### config.mk
export PLATFORM = sky130hd
export DESIGN_NAME = stq_timer_irq
export DESIGN_NICKNAME = d
export VERILOG_FILES = /design/src/hdl/stq_pkg.sv /design/src/hdl/stq_timer_irq.sv /design/src/hdl/stq_pin_sync.sv
export SDC_FILE = /design/constraint.sdc
export NUM_CORES = 1
export LEC_CHECK = 0
export ABC_AREA = 1
export ABC_CLOCK_PERIOD_IN_PS = 3340
export CAP_MARGIN = 0
export CORE_MARGIN = 1
export CORE_UTILIZATION = 41
export CTS_CLUSTER_SIZE = 20
export DETAILED_ROUTE_END_ITERATION = 12
export DONT_BUFFER_PORTS = 1
export RECOVER_POWER = 100
export SLEW_MARGIN = 20
export SYNTH_ARGS = -nofsm -noshare
export SYNTH_HDL_FRONTEND = slang
export SYNTH_SLANG_ARGS = --single-unit
export TNS_END_PERCENT = 50
### constraint.sdc
create_clock -name clk -period 3.34 [get_ports clk]
set_clock_uncertainty 0.1 [all_clocks]
set_input_delay 0.501 -clock clk [delete_from_list [all_inputs] [get_ports clk]]
set_output_delay 0.501 -clock clk [all_outputs]
set_load 0.03 [all_outputs]
### src/hdl/stq_pkg.sv
// constants of the system timer interrupt and real-time alarm block
//
// Operation
// - a one written to an enable register bit sets that mask bit, a zero leaves it alone.
// - a one written to a disable register bit clears that mask bit, a zero leaves it alone.
// - the mask register reads one for each enabled source and zero for each disabled one.
// - enable, disable and mask share bits 0 period, 1 watchdog, 2 increment, 3 alarm.
// - a 20-bit read/write alarm value is held and compared against the real-time counter.
// - an alarm value of zero gives the longest delay, the full 2^20 count span.
// - the current real-time register returns the 20-bit counter with zero above it.
// - one system interrupt output is the OR of all system peripheral requests.
// - each status flag sets on its event, holds, and a status read clears the flags.
// - the alarm flag sets when the real-time counter equals the alarm value.
// - the increment flag sets on each counter increment, and the counter wraps to zero.

package stq_pkg;

  ////////////////////////////////////////////////////////////////////////////////////////
  // bus shape
  localparam int unsigned ADDR_W       = 12;
  localparam int unsigned DATA_W       = 32;

  ////////////////////////////////////////////////////////////////////////////////////////
  // register byte offsets
  localparam logic [11:0] OFF_STATUS   = 12'h010;
  localparam logic [11:0] OFF_IRQ_EN   = 12'h014;
  localparam logic [11:0] OFF_IRQ_DIS  = 12'h018;
  localparam logic [11:0] OFF_IRQ_MASK = 12'h01c;
  localparam logic [11:0] OFF_ALARM    = 12'h020;
  localparam logic [11:0] OFF_CURRENT  = 12'h024;

  ////////////////////////////////////////////////////////////////////////////////////////
  // shared event bit layout
  localparam int unsigned EVT_N        = 4;
  localparam int unsigned BIT_PERIOD   = 0;
  localparam int unsigned BIT_WATCHDOG = 1;
  localparam int unsigned BIT_RT_INC   = 2;
  localparam int unsigned BIT_ALARM    = 3;
  localparam int unsigned PIN_EVT_N    = 3;

  ////////////////////////////////////////////////////////////////////////////////////////
  // real-time counter and alarm
  localparam int unsigned RT_W         = 20;
  localparam logic [19:0] RT_ONE       = 20'h00001;

  ////////////////////////////////////////////////////////////////////////////////////////
  // reset values
  localparam logic [3:0]  RST_MASK     = 4'h0;
  localparam logic [3:0]  RST_STATUS   = 4'h0;
  localparam logic [19:0] RST_ALARM    = 20'h00000;
  localparam logic [19:0] RST_COUNT    = 20'h00000;
  localparam logic [31:0] RST_RDATA    = 32'h00000000;

  ////////////////////////////////////////////////////////////////////////////////////////
  // other system peripherals sharing the system line
  localparam int unsigned OTHER_IRQ_W  = 4;

endpackage

### src/hdl/stq_timer_irq.sv
// system timer interrupt mask, status, real-time counter and alarm with apb access
//
// Implementation choices: the register offsets and register access over APB.
`timescale 1ns/1ps
`default_nettype none

module stq_timer_irq
  import stq_pkg::*;
(
  input  wire logic                   clk,
  input  wire logic                   arst_n,
  input  wire logic                   psel,
  input  wire logic                   penable,
  input  wire logic                   pwrite,
  input  wire logic [ADDR_W-1:0]      paddr,
  input  wire logic [DATA_W-1:0]      pwdata,
  input  wire logic                   periodEvtPin,
  input  wire logic                   watchdogOvfPin,
  input  wire logic                   rtTickPin,
  input  wire logic [OTHER_IRQ_W-1:0] otherPeriphIrq,
  output logic      [DATA_W-1:0]      prdata,
  output logic                        pready,
  output logic                        pslverr,
  output logic                        timerIrq,
  output logic                        systemIrq,
  output logic      [RT_W-1:0]        rtCount
);

  ////////////////////////////////////////////////////////////////////////////////////////
  // decode helpers

  function automatic logic regHit(
    input logic [ADDR_W-1:0] addr,
    input logic [ADDR_W-1:0] offset
  );
    regHit = (addr == offset);
  endfunction

  function automatic logic regMapped(
    input logic [ADDR_W-1:0] addr
  );
    regMapped = regHit(addr, OFF_STATUS)   || regHit(addr, OFF_IRQ_EN)   ||
                regHit(addr, OFF_IRQ_DIS)  || regHit(addr, OFF_IRQ_MASK) ||
                regHit(addr, OFF_ALARM)    || regHit(addr, OFF_CURRENT);
  endfunction

  ////////////////////////////////////////////////////////////////////////////////////////
  // declarations

  logic [PIN_EVT_N-1:0] pinIn;
  logic [PIN_EVT_N-1:0] pinRise;

  logic                 setupPhase;
  logic                 accessDone;
  logic                 wrDone;
  logic                 rdDone;

  logic [EVT_N-1:0]     mask_r;
  logic [EVT_N-1:0]     mask_nxt;
  logic [EVT_N-1:0]     status_r;
  logic [EVT_N-1:0]     status_nxt;
  logic [EVT_N-1:0]     statusClr;
  logic [EVT_N-1:0]     events;
  logic [EVT_N-1:0]     enBits;
  logic [EVT_N-1:0]     disBits;

  logic [RT_W-1:0]      alarm_r;
  logic [RT_W-1:0]      count_r;
  logic [RT_W-1:0]      countInc;
  logic                 rtIncrement;
  logic                 alarmMatch;

  logic [DATA_W-1:0]    prdata_r;
  logic [DATA_W-1:0]    readMux;
  logic                 pready_r;
  logic                 pslverr_r;
  logic                 timerIrq_r;
  logic                 systemIrq_r;

  ////////////////////////////////////////////////////////////////////////////////////////
  // event pins come from the slow clock side, so each is synchronised

  assign pinIn[BIT_PERIOD]   = periodEvtPin;
  assign pinIn[BIT_WATCHDOG] = watchdogOvfPin;
  assign pinIn[BIT_RT_INC]   = rtTickPin;

  genvar gi;
  generate
    for (gi = 0; gi < PIN_EVT_N; gi++) begin : g_pin
      stq_pin_sync u_sync (
        .clk    (clk),
        .arst_n (arst_n),
        .pinIn  (pinIn[gi]),
        .level  (),
        .rise   (pinRise[gi])
      );
    end
  endgenerate

  ////////////////////////////////////////////////////////////////////////////////////////
  // apb phases

  // setup cycle: psel high, penable low; pready rises for the access cycle
  assign setupPhase = psel && !penable;
  assign accessDone = psel && penable && pready_r;
  assign wrDone     = accessDone && pwrite;
  assign rdDone     = accessDone && !pwrite;

  ////////////////////////////////////////////////////////////////////////////////////////
  // real-time counter

  assign rtIncrement = pinRise[BIT_RT_INC];
  // plain 20-bit add wraps to zero after the top value
  assign countInc    = count_r + RT_ONE;

  always_ff @(posedge clk or negedge arst_n) begin
    if (!arst_n) begin
      count_r <= RST_COUNT;
    end else if (rtIncrement) begin
      count_r <= countInc;
    end
  end

  ////////////////////////////////////////////////////////////////////////////////////////
  // alarm value and compare

  always_ff @(posedge clk or negedge arst_n) begin
    if (!arst_n) begin
      alarm_r <= RST_ALARM;
    end else if (wrDone && regHit(paddr, OFF_ALARM)) begin
      alarm_r <= pwdata[RT_W-1:0];
    end
  end

  // compare on the value being entered, so a match sets the flag once,
  // and zero is reached only after a full wrap of the counter
  assign alarmMatch = rtIncrement && (countInc == alarm_r);

  ////////////////////////////////////////////////////////////////////////////////////////
  // event vector in the shared layout

  assign events[BIT_PERIOD]   = pinRise[BIT_PERIOD];
  assign events[BIT_WATCHDOG] = pinRise[BIT_WATCHDOG];
  assign events[BIT_RT_INC]   = rtIncrement;
  assign events[BIT_ALARM]    = alarmMatch;

  ////////////////////////////////////////////////////////////////////////////////////////
  // mask register: set by enable writes, cleared by disable writes

  always_comb begin
    enBits  = '0;
    disBits = '0;
    if (wrDone && regHit(paddr, OFF_IRQ_EN)) begin
      enBits = pwdata[EVT_N-1:0];
    end
    if (wrDone && regHit(paddr, OFF_IRQ_DIS)) begin
      disBits = pwdata[EVT_N-1:0];
    end
    mask_nxt = (mask_r | enBits) & ~disBits;
  end

  always_ff @(posedge clk or negedge arst_n) begin
    if (!arst_n) begin
      mask_r <= RST_MASK;
    end else begin
      mask_r <= mask_nxt;
    end
  end

  ////////////////////////////////////////////////////////////////////////////////////////
  // status flags

  // only bits that were returned by the read are cleared: an event arriving
  // after the data was captured, or in the clearing cycle, survives
  always_comb begin
    statusClr = '0;
    if (rdDone && regHit(paddr, OFF_STATUS)) begin
      statusClr = prdata_r[EVT_N-1:0];
    end
    status_nxt = (status_r & ~statusClr) | events;
  end

  always_ff @(posedge clk or negedge arst_n) begin
    if (!arst_n) begin
      status_r <= RST_STATUS;
    end else begin
      status_r <= status_nxt;
    end
  end

  ////////////////////////////////////////////////////////////////////////////////////////
  // interrupt lines, taken from next values so they track the flags without lag

  always_ff @(posedge clk or negedge arst_n) begin
    if (!arst_n) begin
      timerIrq_r <= 1'b0;
    end else begin
      timerIrq_r <= |(status_nxt & mask_nxt);
    end
  end

  // other peripherals are on this clock already, no synchroniser
  always_ff @(posedge clk or negedge arst_n) begin
    if (!arst_n) begin
      systemIrq_r <= 1'b0;
    end else begin
      systemIrq_r <= (|(status_nxt & mask_nxt)) || (|otherPeriphIrq);
    end
  end

  ////////////////////////////////////////////////////////////////////////////////////////
  // read data selection

  always_comb begin
    readMux = RST_RDATA;
    if (regHit(paddr, OFF_STATUS)) begin
      readMux[EVT_N-1:0] = status_r;
    end else if (regHit(paddr, OFF_IRQ_MASK)) begin
      readMux[EVT_N-1:0] = mask_r;
    end else if (regHit(paddr, OFF_ALARM)) begin
      readMux[RT_W-1:0] = alarm_r;
    end else if (regHit(paddr, OFF_CURRENT)) begin
      readMux[RT_W-1:0] = count_r;
    end
  end

  ////////////////////////////////////////////////////////////////////////////////////////
  // apb answer: data captured at setup, held through the access cycle

  always_ff @(posedge clk or negedge arst_n) begin
    if (!arst_n) begin
      prdata_r <= RST_RDATA;
    end else if (setupPhase) begin
      prdata_r <= pwrite ? RST_RDATA : readMux;
    end
  end

  // one access cycle with no wait; dropped after it completes
  always_ff @(posedge clk or negedge arst_n) begin
    if (!arst_n) begin
      pready_r <= 1'b0;
    end else begin
      pready_r <= setupPhase;
    end
  end

  // unmapped addresses answer with an error and change nothing
  always_ff @(posedge clk or negedge arst_n) begin
    if (!arst_n) begin
      pslverr_r <= 1'b0;
    end else if (setupPhase) begin
      pslverr_r <= !regMapped(paddr);
    end else if (accessDone) begin
      pslverr_r <= 1'b0;
    end
  end

  ////////////////////////////////////////////////////////////////////////////////////////
  // outputs

  assign prdata    = prdata_r;
  assign pready    = pready_r;
  assign pslverr   = pslverr_r;
  assign timerIrq  = timerIrq_r;
  assign systemIrq = systemIrq_r;
  assign rtCount   = count_r;

endmodule

`default_nettype wire

### src/hdl/stq_pin_sync.sv
// three-stage pin synchroniser with agreement filter and rising-edge pulse
`timescale 1ns/1ps
`default_nettype none

module stq_pin_sync (
  input  wire logic clk,
  input  wire logic arst_n,
  input  wire logic pinIn,
  output logic      level,
  output logic      rise
);

  logic stage1_r;
  logic stage2_r;
  logic stage3_r;
  logic level_r;
  logic rise_r;

  ////////////////////////////////////////////////////////////////////////////////////////
  // stage one feeds stage two only
  always_ff @(posedge clk or negedge arst_n) begin
    if (!arst_n) begin
      stage1_r <= 1'b0;
      stage2_r <= 1'b0;
      stage3_r <= 1'b0;
    end else begin
      stage1_r <= pinIn;
      stage2_r <= stage1_r;
      stage3_r <= stage2_r;
    end
  end

  ////////////////////////////////////////////////////////////////////////////////////////
  // a change counts once stages two and three agree
  always_ff @(posedge clk or negedge arst_n) begin
    if (!arst_n) begin
      level_r <= 1'b0;
      rise_r  <= 1'b0;
    end else begin
      if (stage2_r == stage3_r) begin
        level_r <= stage2_r;
      end
      rise_r <= (stage2_r == stage3_r) && stage2_r && !level_r;
    end
  end

  assign level = level_r;
  assign rise  = rise_r;

endmodule

`default_nettype wire

# After elaboration in Yosys (flattened, before gate mapping)
# Index checks and enable logic that the tools add are counted.
word_totals:
  mem_count: 0
  elab_cells: 85
  latchBits: 0
  mem_bits_rw: 0
  mem_bits_ro: 0
  ff_bits: 99
  out_inout_bits: 56
  inputBits: 56
classes:
  muxes: 12
  n_eq_ne: 10
  n_shift: 0
  n_mul: 0
  bitwise_logic: 7
  order_cmp: 0
  div_mod_pow: 0
  n_reduce_logical: 31
  add_sub_neg: 1
op_table:
  columns: ["op", "n"]
  rows:
  - ["two-way mux 20 bit", 3]
  - ["equality test 12 x 5 -> 1 bit, second input constant", 4]
  - ["two-way mux 16 bit", 2]
  - ["equality test 12 x 6 -> 1 bit, second input constant", 2]
  - ["adder 20 x 1 -> 20 bit, second input constant", 1]
  - ["equality test 20 bit", 1]
  - ["two-way mux 4 bit", 5]
  - ["logical AND 1 bit", 16]
  - ["AND 4 bit", 3]
  - ["NOT 4 bit", 2]
  - ["bitwise OR 4 bit", 2]
  - ["OR reduction 4 bit", 2]
  - ["zero test 1 bit", 6]
  - ["logical OR 1 bit", 6]
  - ["equality test 1 bit", 3]
  - ["two-way mux 1 bit", 2]
  - ["nonzero test 2 bit", 1]

# Longest topological paths before layout
depth:
  word_depth: 11
  depth_mapped: 16
  depth_no_buf: 16

# Hierarchy
# Synthesis repeated with hierarchy kept, for this count alone.
unflattened:
  hier_cells: 594
  hier_area_um2: 4677.0
modules_own_cells:
  columns: ["module", "seq_area_each_um2", "area_each_um2", "cells_each", "instances"]
  rows:
  - ["stq_timer_irq", 1801.7, 4196.5, 558, 1]
  - ["stq_pin_sync", 125.1, 160.2, 12, 3]

# Worst setup path before layout
# Ideal clock, no wire load.
synth_path:
  path_kind: "register -> register"
  from: "register count_r[1], in the netlist rtCount[1]"
  to: "register systemIrq_r, in the netlist systemIrq"
  synth_period_minus_slack_ns: 2.063
  stages_incl_launch_ff: 15
  setup_ns: 0.130
  path_buffers: 0
  required_ns: 3.110
  arrival_ns: 1.833
  setup_slack_ns: 1.277
  path_cell_list: "dfrtp_1 -> ha_1 -> nand2_2 -> nor2_4 -> nand2_4 -> nor2_8 -> nand3_1 -> a21boi_0 -> nor2_1 -> nand2_1 -> nor2_1 -> nand2_1 -> nand2_2 -> nand2_2 -> nand3_1"
synth_via:
  elab_chain_cells: 7
synth_lines:
  columns: ["element", "line_no", "source"]
  rows:
  - ["start, declared", "stq_timer_irq.sv:68", "logic [RT_W-1:0] count_r;"]
  - ["start signal, assigned", "stq_timer_irq.sv:120", "count_r <= countInc;"]
  - ["adder 20 x 1 -> 20 bit", "stq_timer_irq.sv:114", "assign countInc = count_r + RT_ONE;"]
  - ["equality test 20 bit", "stq_timer_irq.sv:137", "assign alarmMatch = rtIncrement && (countInc == alarm_r);"]
  - ["logical AND 1 bit", "stq_timer_irq.sv:137", null]
  - ["bitwise OR 4 bit", "stq_timer_irq.sv:180", "status_nxt = (status_r & ~statusClr) | events;"]
  - ["via status_nxt[3]", "stq_timer_irq.sv:61", "logic [EVT_N-1:0] status_nxt;"]
  - ["AND 4 bit", "stq_timer_irq.sv:207", "systemIrq_r <= (|(status_nxt & mask_nxt)) || (|otherPeriphIrq);"]
  - ["OR reduction 4 bit", "stq_timer_irq.sv:207", null]
  - ["logical OR 1 bit", "stq_timer_irq.sv:207", null]
  - ["end signal, assigned", "stq_timer_irq.sv:207", null]
  - ["end, declared", "stq_timer_irq.sv:78", "logic systemIrq_r;"]
# The timed path passes the listed nets, and every way through them passes these cells.
# A chain may end at the register's enable or synchronous reset.

# Final worst setup path
# Ends and elaborated chain as after synthesis.

==> results.md <==
- The core region is 0.01103 mm^2.
- The number of detailed-routing iterations run before antenna repair is 4.
- The HPWL reported at the end of detailed placement is 8622 um.
- The post-layout net count is 646.
- The start-to-end type of the worst setup path is reg2reg.
- TritonCTS built the clock tree.
- In the final layout, the share of cells above drive strength 1 is 0.08460.
- The run finished with clean final reports.
- The analysis attributes to cell leakage a power of 2.285 nW.
- The number of max-cap violations is 0.
- The initialized floorplan defines 38 standard-cell rows.
- STA classifies the critical path startpoint as a flop.
- The DRC marker count from the first detailed-route iteration is 161.
- For this block, the via count after detailed routing is 3863.
- The count of pins over their slew limit is 0.
- The worst path required time is 3.52 ns.
- For the worst setup path, the data arrival time is 3.03 ns.
- The number of inserted filler cells in the final layout is 1132.
- Post-CTS repair changed the size of 0 cells.
- The final layout contains routed wiring with a total length of 11760 um.
- The cell sitting at the root of the clock tree is a sky130_fd_sc_hd__clkbuf_16.
- The number of instances in the synthesized netlist is 587.
- The die is 109.1 um tall.
- The number of setup buffers added after CTS is 0.
- The multi-input combinational cells in the finished layout cover a total of 0.002136 mm^2.
- The port buffer count is 0.
- Compared with the post-synthesis result, the final layout area differs by 7.502%.
- At the end of the flow the core is filled with cells to 0.4584.
- VDD sags by at most 0.3140 mV.
- Setup repair after global routing left no endpoint under its margin.
- The die covers 0.01190 mm^2.
- The placed cell area is 0.004772 mm^2.
- Once detail routing completed, the nets flagged for antenna violations numbered 0.
- The antenna cell count is 0.
- For this run, design rule violations remaining after detail routing come to 0.
- The maximum buffer depth of the clock tree is 2.
- The first-pass GRT wire length is 19420 um.
- For this run, the register share of the synthesized area comes to 0.4629.
- The post-detailed-route wirelength per cell is 16.09 um.
- The number of H-tree levels is 3.
- The kind of end point of the critical path is a flop.
- After synthesis, the mean cell area works out to 8.012 um^2.
- The clock net sink count is 87.
- At the end of routability-driven placement, the weighted congestion stood at 0.8355.
- The post-route fraction of the period consumed by the critical path is 0.8536.
- Setup violations remaining at the end of the flow were counted as 0.
- In the final layout, flip-flops and latches occupy 0.002177 mm^2.
- During I/O placement, the number of pins put on the boundary was 112.
- The maximum net fanout on the critical path is 6.
- The clock insertion delay at the later pin of the skew report is 0.34 ns.
- For the pin with the worst max-slew slack, the measured transition is 1.195 ns.
- The areal power density over the cells is 473.2 mW/mm^2.
- The pin count of the biggest net entering global routing is 88.
- The initial standard-cell utilization of the core is 0.4264.
- The count of yosys warnings during synthesis is 0.
- The total overflow left after global routing is 0.
- The combined global-route utilization of all metal layers is 0.2155.
- The netlist area before placement is 0.004703 mm^2.
- After detailed routing, the number of vias per cell comes to 5.285.
- After routing the design area is 0.005056 mm^2.
- The number of storage elements in the synthesis netlist is 87.
- Based on the critical path, the design can be clocked at up to 350.8 MHz.
- The number of global-route vias before repair is 3919.
- The shortest clock period the worst path allows after layout is 2.851 ns.
- Headroom to the max-slew limit came out at 0.2017.
- The number of clock buffers added by TritonCTS is 9.
- In this run the worst hold path is classified as in2reg.
- Adding up every negative setup slack in the final design gives 0 ns.
- The number of antenna violations at the first check in global routing is 0.
- The clock slew seen by the registers of the worst setup and hold paths is 0.07 ns.
- The number of different library cells used by synthesis comes to 41.
- Setup slack on the worst reg-to-reg path comes out at 0.49 ns.
- The width of the chip is 109.1 um.
- The final-report hold violation count is 0.
==> power breakdown <==
group	internal, mW	switching, mW
Combinational	0.0717	0.177
Sequential	1.09	0.107
Clock	0.513	0.432
==> layout make-up <==
| type | count | area share |
|---|---|---|
| Clock inverter | 6 | 0.009899 |
| Multi-Input combinational cell | 420 | 0.4224 |
| Clock buffer | 10 | 0.04529 |
| Inverter | 63 | 0.04677 |
| Tap cell | 140 | 0.03464 |
| Sequential cell | 87 | 0.4306 |
| Timing Repair Buffer | 5 | 0.01039 |
==> flip-flops by register name, indices dropped and copies added, names as in the netlist, 4 cells and up <==
signal and flops:
alarm_r 20, prdata 20, rtCount 20, mask_r 4, status_r 4
==> worst max-delay path, stage by stage (launching register included) <==
cell and delay, ns:
sky130_fd_sc_hd__dfrtp_1 0.33, sky130_fd_sc_hd__clkbuf_1 0.50, sky130_fd_sc_hd__ha_1 0.35, sky130_fd_sc_hd__nand2_1 0.15, sky130_fd_sc_hd__nor2_4 0.19, sky130_fd_sc_hd__nand2_4 0.09
sky130_fd_sc_hd__nor2_8 0.11, sky130_fd_sc_hd__nand3_1 0.10, sky130_fd_sc_hd__nand3_1 0.12, sky130_fd_sc_hd__nand2_1 0.06, sky130_fd_sc_hd__nor2_1 0.16, sky130_fd_sc_hd__nand2_1 0.08
sky130_fd_sc_hd__nor2_1 0.10, sky130_fd_sc_hd__nand2_1 0.11, sky130_fd_sc_hd__nand2_1 0.12, sky130_fd_sc_hd__nand2_2 0.06, sky130_fd_sc_hd__nand3_1 0.07
==> layer usage <==
layer  GRT usage  routed length (um)  vias up
met3     0.06336                 739       13
met1      0.2624                5119     1861
li1            -                   -     1893
met4     0.06950                 169        0
met5           0                   0        -
met2      0.3639                5735       96
==> path summary, 6_finish.rpt <==
| check | from | cells after the start | endpoint |
|---|---|---|---|
| setup / recovery | rtCount[1]$_DFFE_PN0P_ | 16 | systemIrq$_DFF_PN0_ |
| setup reg to reg | rtCount[1]$_DFFE_PN0P_ | 16 | systemIrq$_DFF_PN0_ |
| hold / removal | watchdogOvfPin | 0 | g_pin[1].u_sync.stage1_r$_DFF_PN0_ |
| hold reg to reg | g_pin[2].u_sync.stage1_r$_DFF_PN0_ | 0 | g_pin[2].u_sync.stage2_r$_DFF_PN0_ |
| max in group asynchronous | arst_n | 2 | alarm_r[16]$_DFFE_PN0P_ |
| min in group asynchronous | arst_n | 2 | rtCount[3]$_DFFE_PN0P_ |
==> layout by cell type (no fill, tap or decap), types with 2 or more instances in the layout <==
| cell type | count |
|---|---|
| sky130_fd_sc_hd__mux2_2 | 13 |
| sky130_fd_sc_hd__clkbuf_1 | 3 |
| sky130_fd_sc_hd__nand3_1 | 41 |
| sky130_fd_sc_hd__o211ai_1 | 11 |
| sky130_fd_sc_hd__nor2_1 | 59 |
| sky130_fd_sc_hd__inv_6 | 3 |
| sky130_fd_sc_hd__inv_1 | 61 |
| sky130_fd_sc_hd__nand4_1 | 6 |
| sky130_fd_sc_hd__o21ai_1 | 2 |
| sky130_fd_sc_hd__dfrtp_1 | 87 |
| sky130_fd_sc_hd__nand3_2 | 2 |
| sky130_fd_sc_hd__conb_1 | 12 |
| sky130_fd_sc_hd__a22oi_1 | 2 |
| sky130_fd_sc_hd__a21oi_1 | 12 |
| sky130_fd_sc_hd__nand2_2 | 4 |
| sky130_fd_sc_hd__inv_2 | 2 |
| sky130_fd_sc_hd__nor2_2 | 5 |
| sky130_fd_sc_hd__nand2_1 | 158 |
| sky130_fd_sc_hd__xor2_1 | 2 |
| sky130_fd_sc_hd__clkbuf_16 | 9 |
| sky130_fd_sc_hd__nand3b_1 | 7 |
| sky130_fd_sc_hd__clkinvlp_4 | 2 |
| sky130_fd_sc_hd__ha_1 | 4 |
| sky130_fd_sc_hd__o21ai_0 | 56 |
| sky130_fd_sc_hd__nor2_4 | 3 |
| sky130_fd_sc_hd__a32o_1 | 6 |
==> Yosys cell counts, drive strengths merged <==
| cell type | instances | area share |
|---|---|---|
| a211oi | 1 | 0.0016 |
| a21boi | 1 | 0.0016 |
| a21oi | 12 | 0.013 |
| a221oi | 1 | 0.0019 |
| a22oi | 2 | 0.0032 |
| a2bb2oi | 1 | 0.0019 |
| a31oi | 1 | 0.0013 |
| a32o | 6 | 0.013 |
| buf | 17 | 0.027 |
| clkbuf | 11 | 0.0088 |
| conb | 1 | 0.00080 |
| dfrtp | 87 | 0.46 |
| ha | 4 | 0.011 |
| inv | 63 | 0.050 |
| mux2 | 13 | 0.031 |
| nand2 | 163 | 0.14 |
| nand3 | 43 | 0.049 |
| nand3b | 7 | 0.011 |
| nand4 | 6 | 0.0080 |
| nor2 | 68 | 0.067 |
| nor3 | 1 | 0.0021 |
| nor4 | 1 | 0.0013 |
| o211ai | 11 | 0.018 |
| o21ai | 59 | 0.064 |
| o21bai | 1 | 0.0016 |
| o22ai | 1 | 0.0013 |
| o41ai | 1 | 0.0019 |
| xnor2 | 1 | 0.0019 |
| xnor3 | 1 | 0.0048 |
| xor2 | 2 | 0.0037 |
==> cell families after synthesis <==
kind of cell | synth area share
flops | 0.4629
other cells | 0.0007973
compound gates | 0.1229
simple gates | 0.2748
buf+inv | 0.08646
mux | 0.03113
fa+ha+maj | 0.01064
xor+xnor | 0.01038
==> timing repair <==
action,4_1_cts,5_1_grt
hold buffers,2,0
endpoints found under the setup margin,0,0
endpoints found under the hold margin,87,0
==> per-stage QoR <==
step	power (mW)	cells	setup WS, ns	hold slack [ns]
floorplan	1.419	598	1.277	0.1054
CTS	2.442	731	0.6786	0.07257
finish	2.393	731	0.4890	0.08437
detailed placement	1.461	713	0.7045	0.1083
global placement	1.452	713	0.7545	0.1080
global route	2.510	731	0.2552	0.06307
No activity file was read; power rests on OpenSTA's default activity.
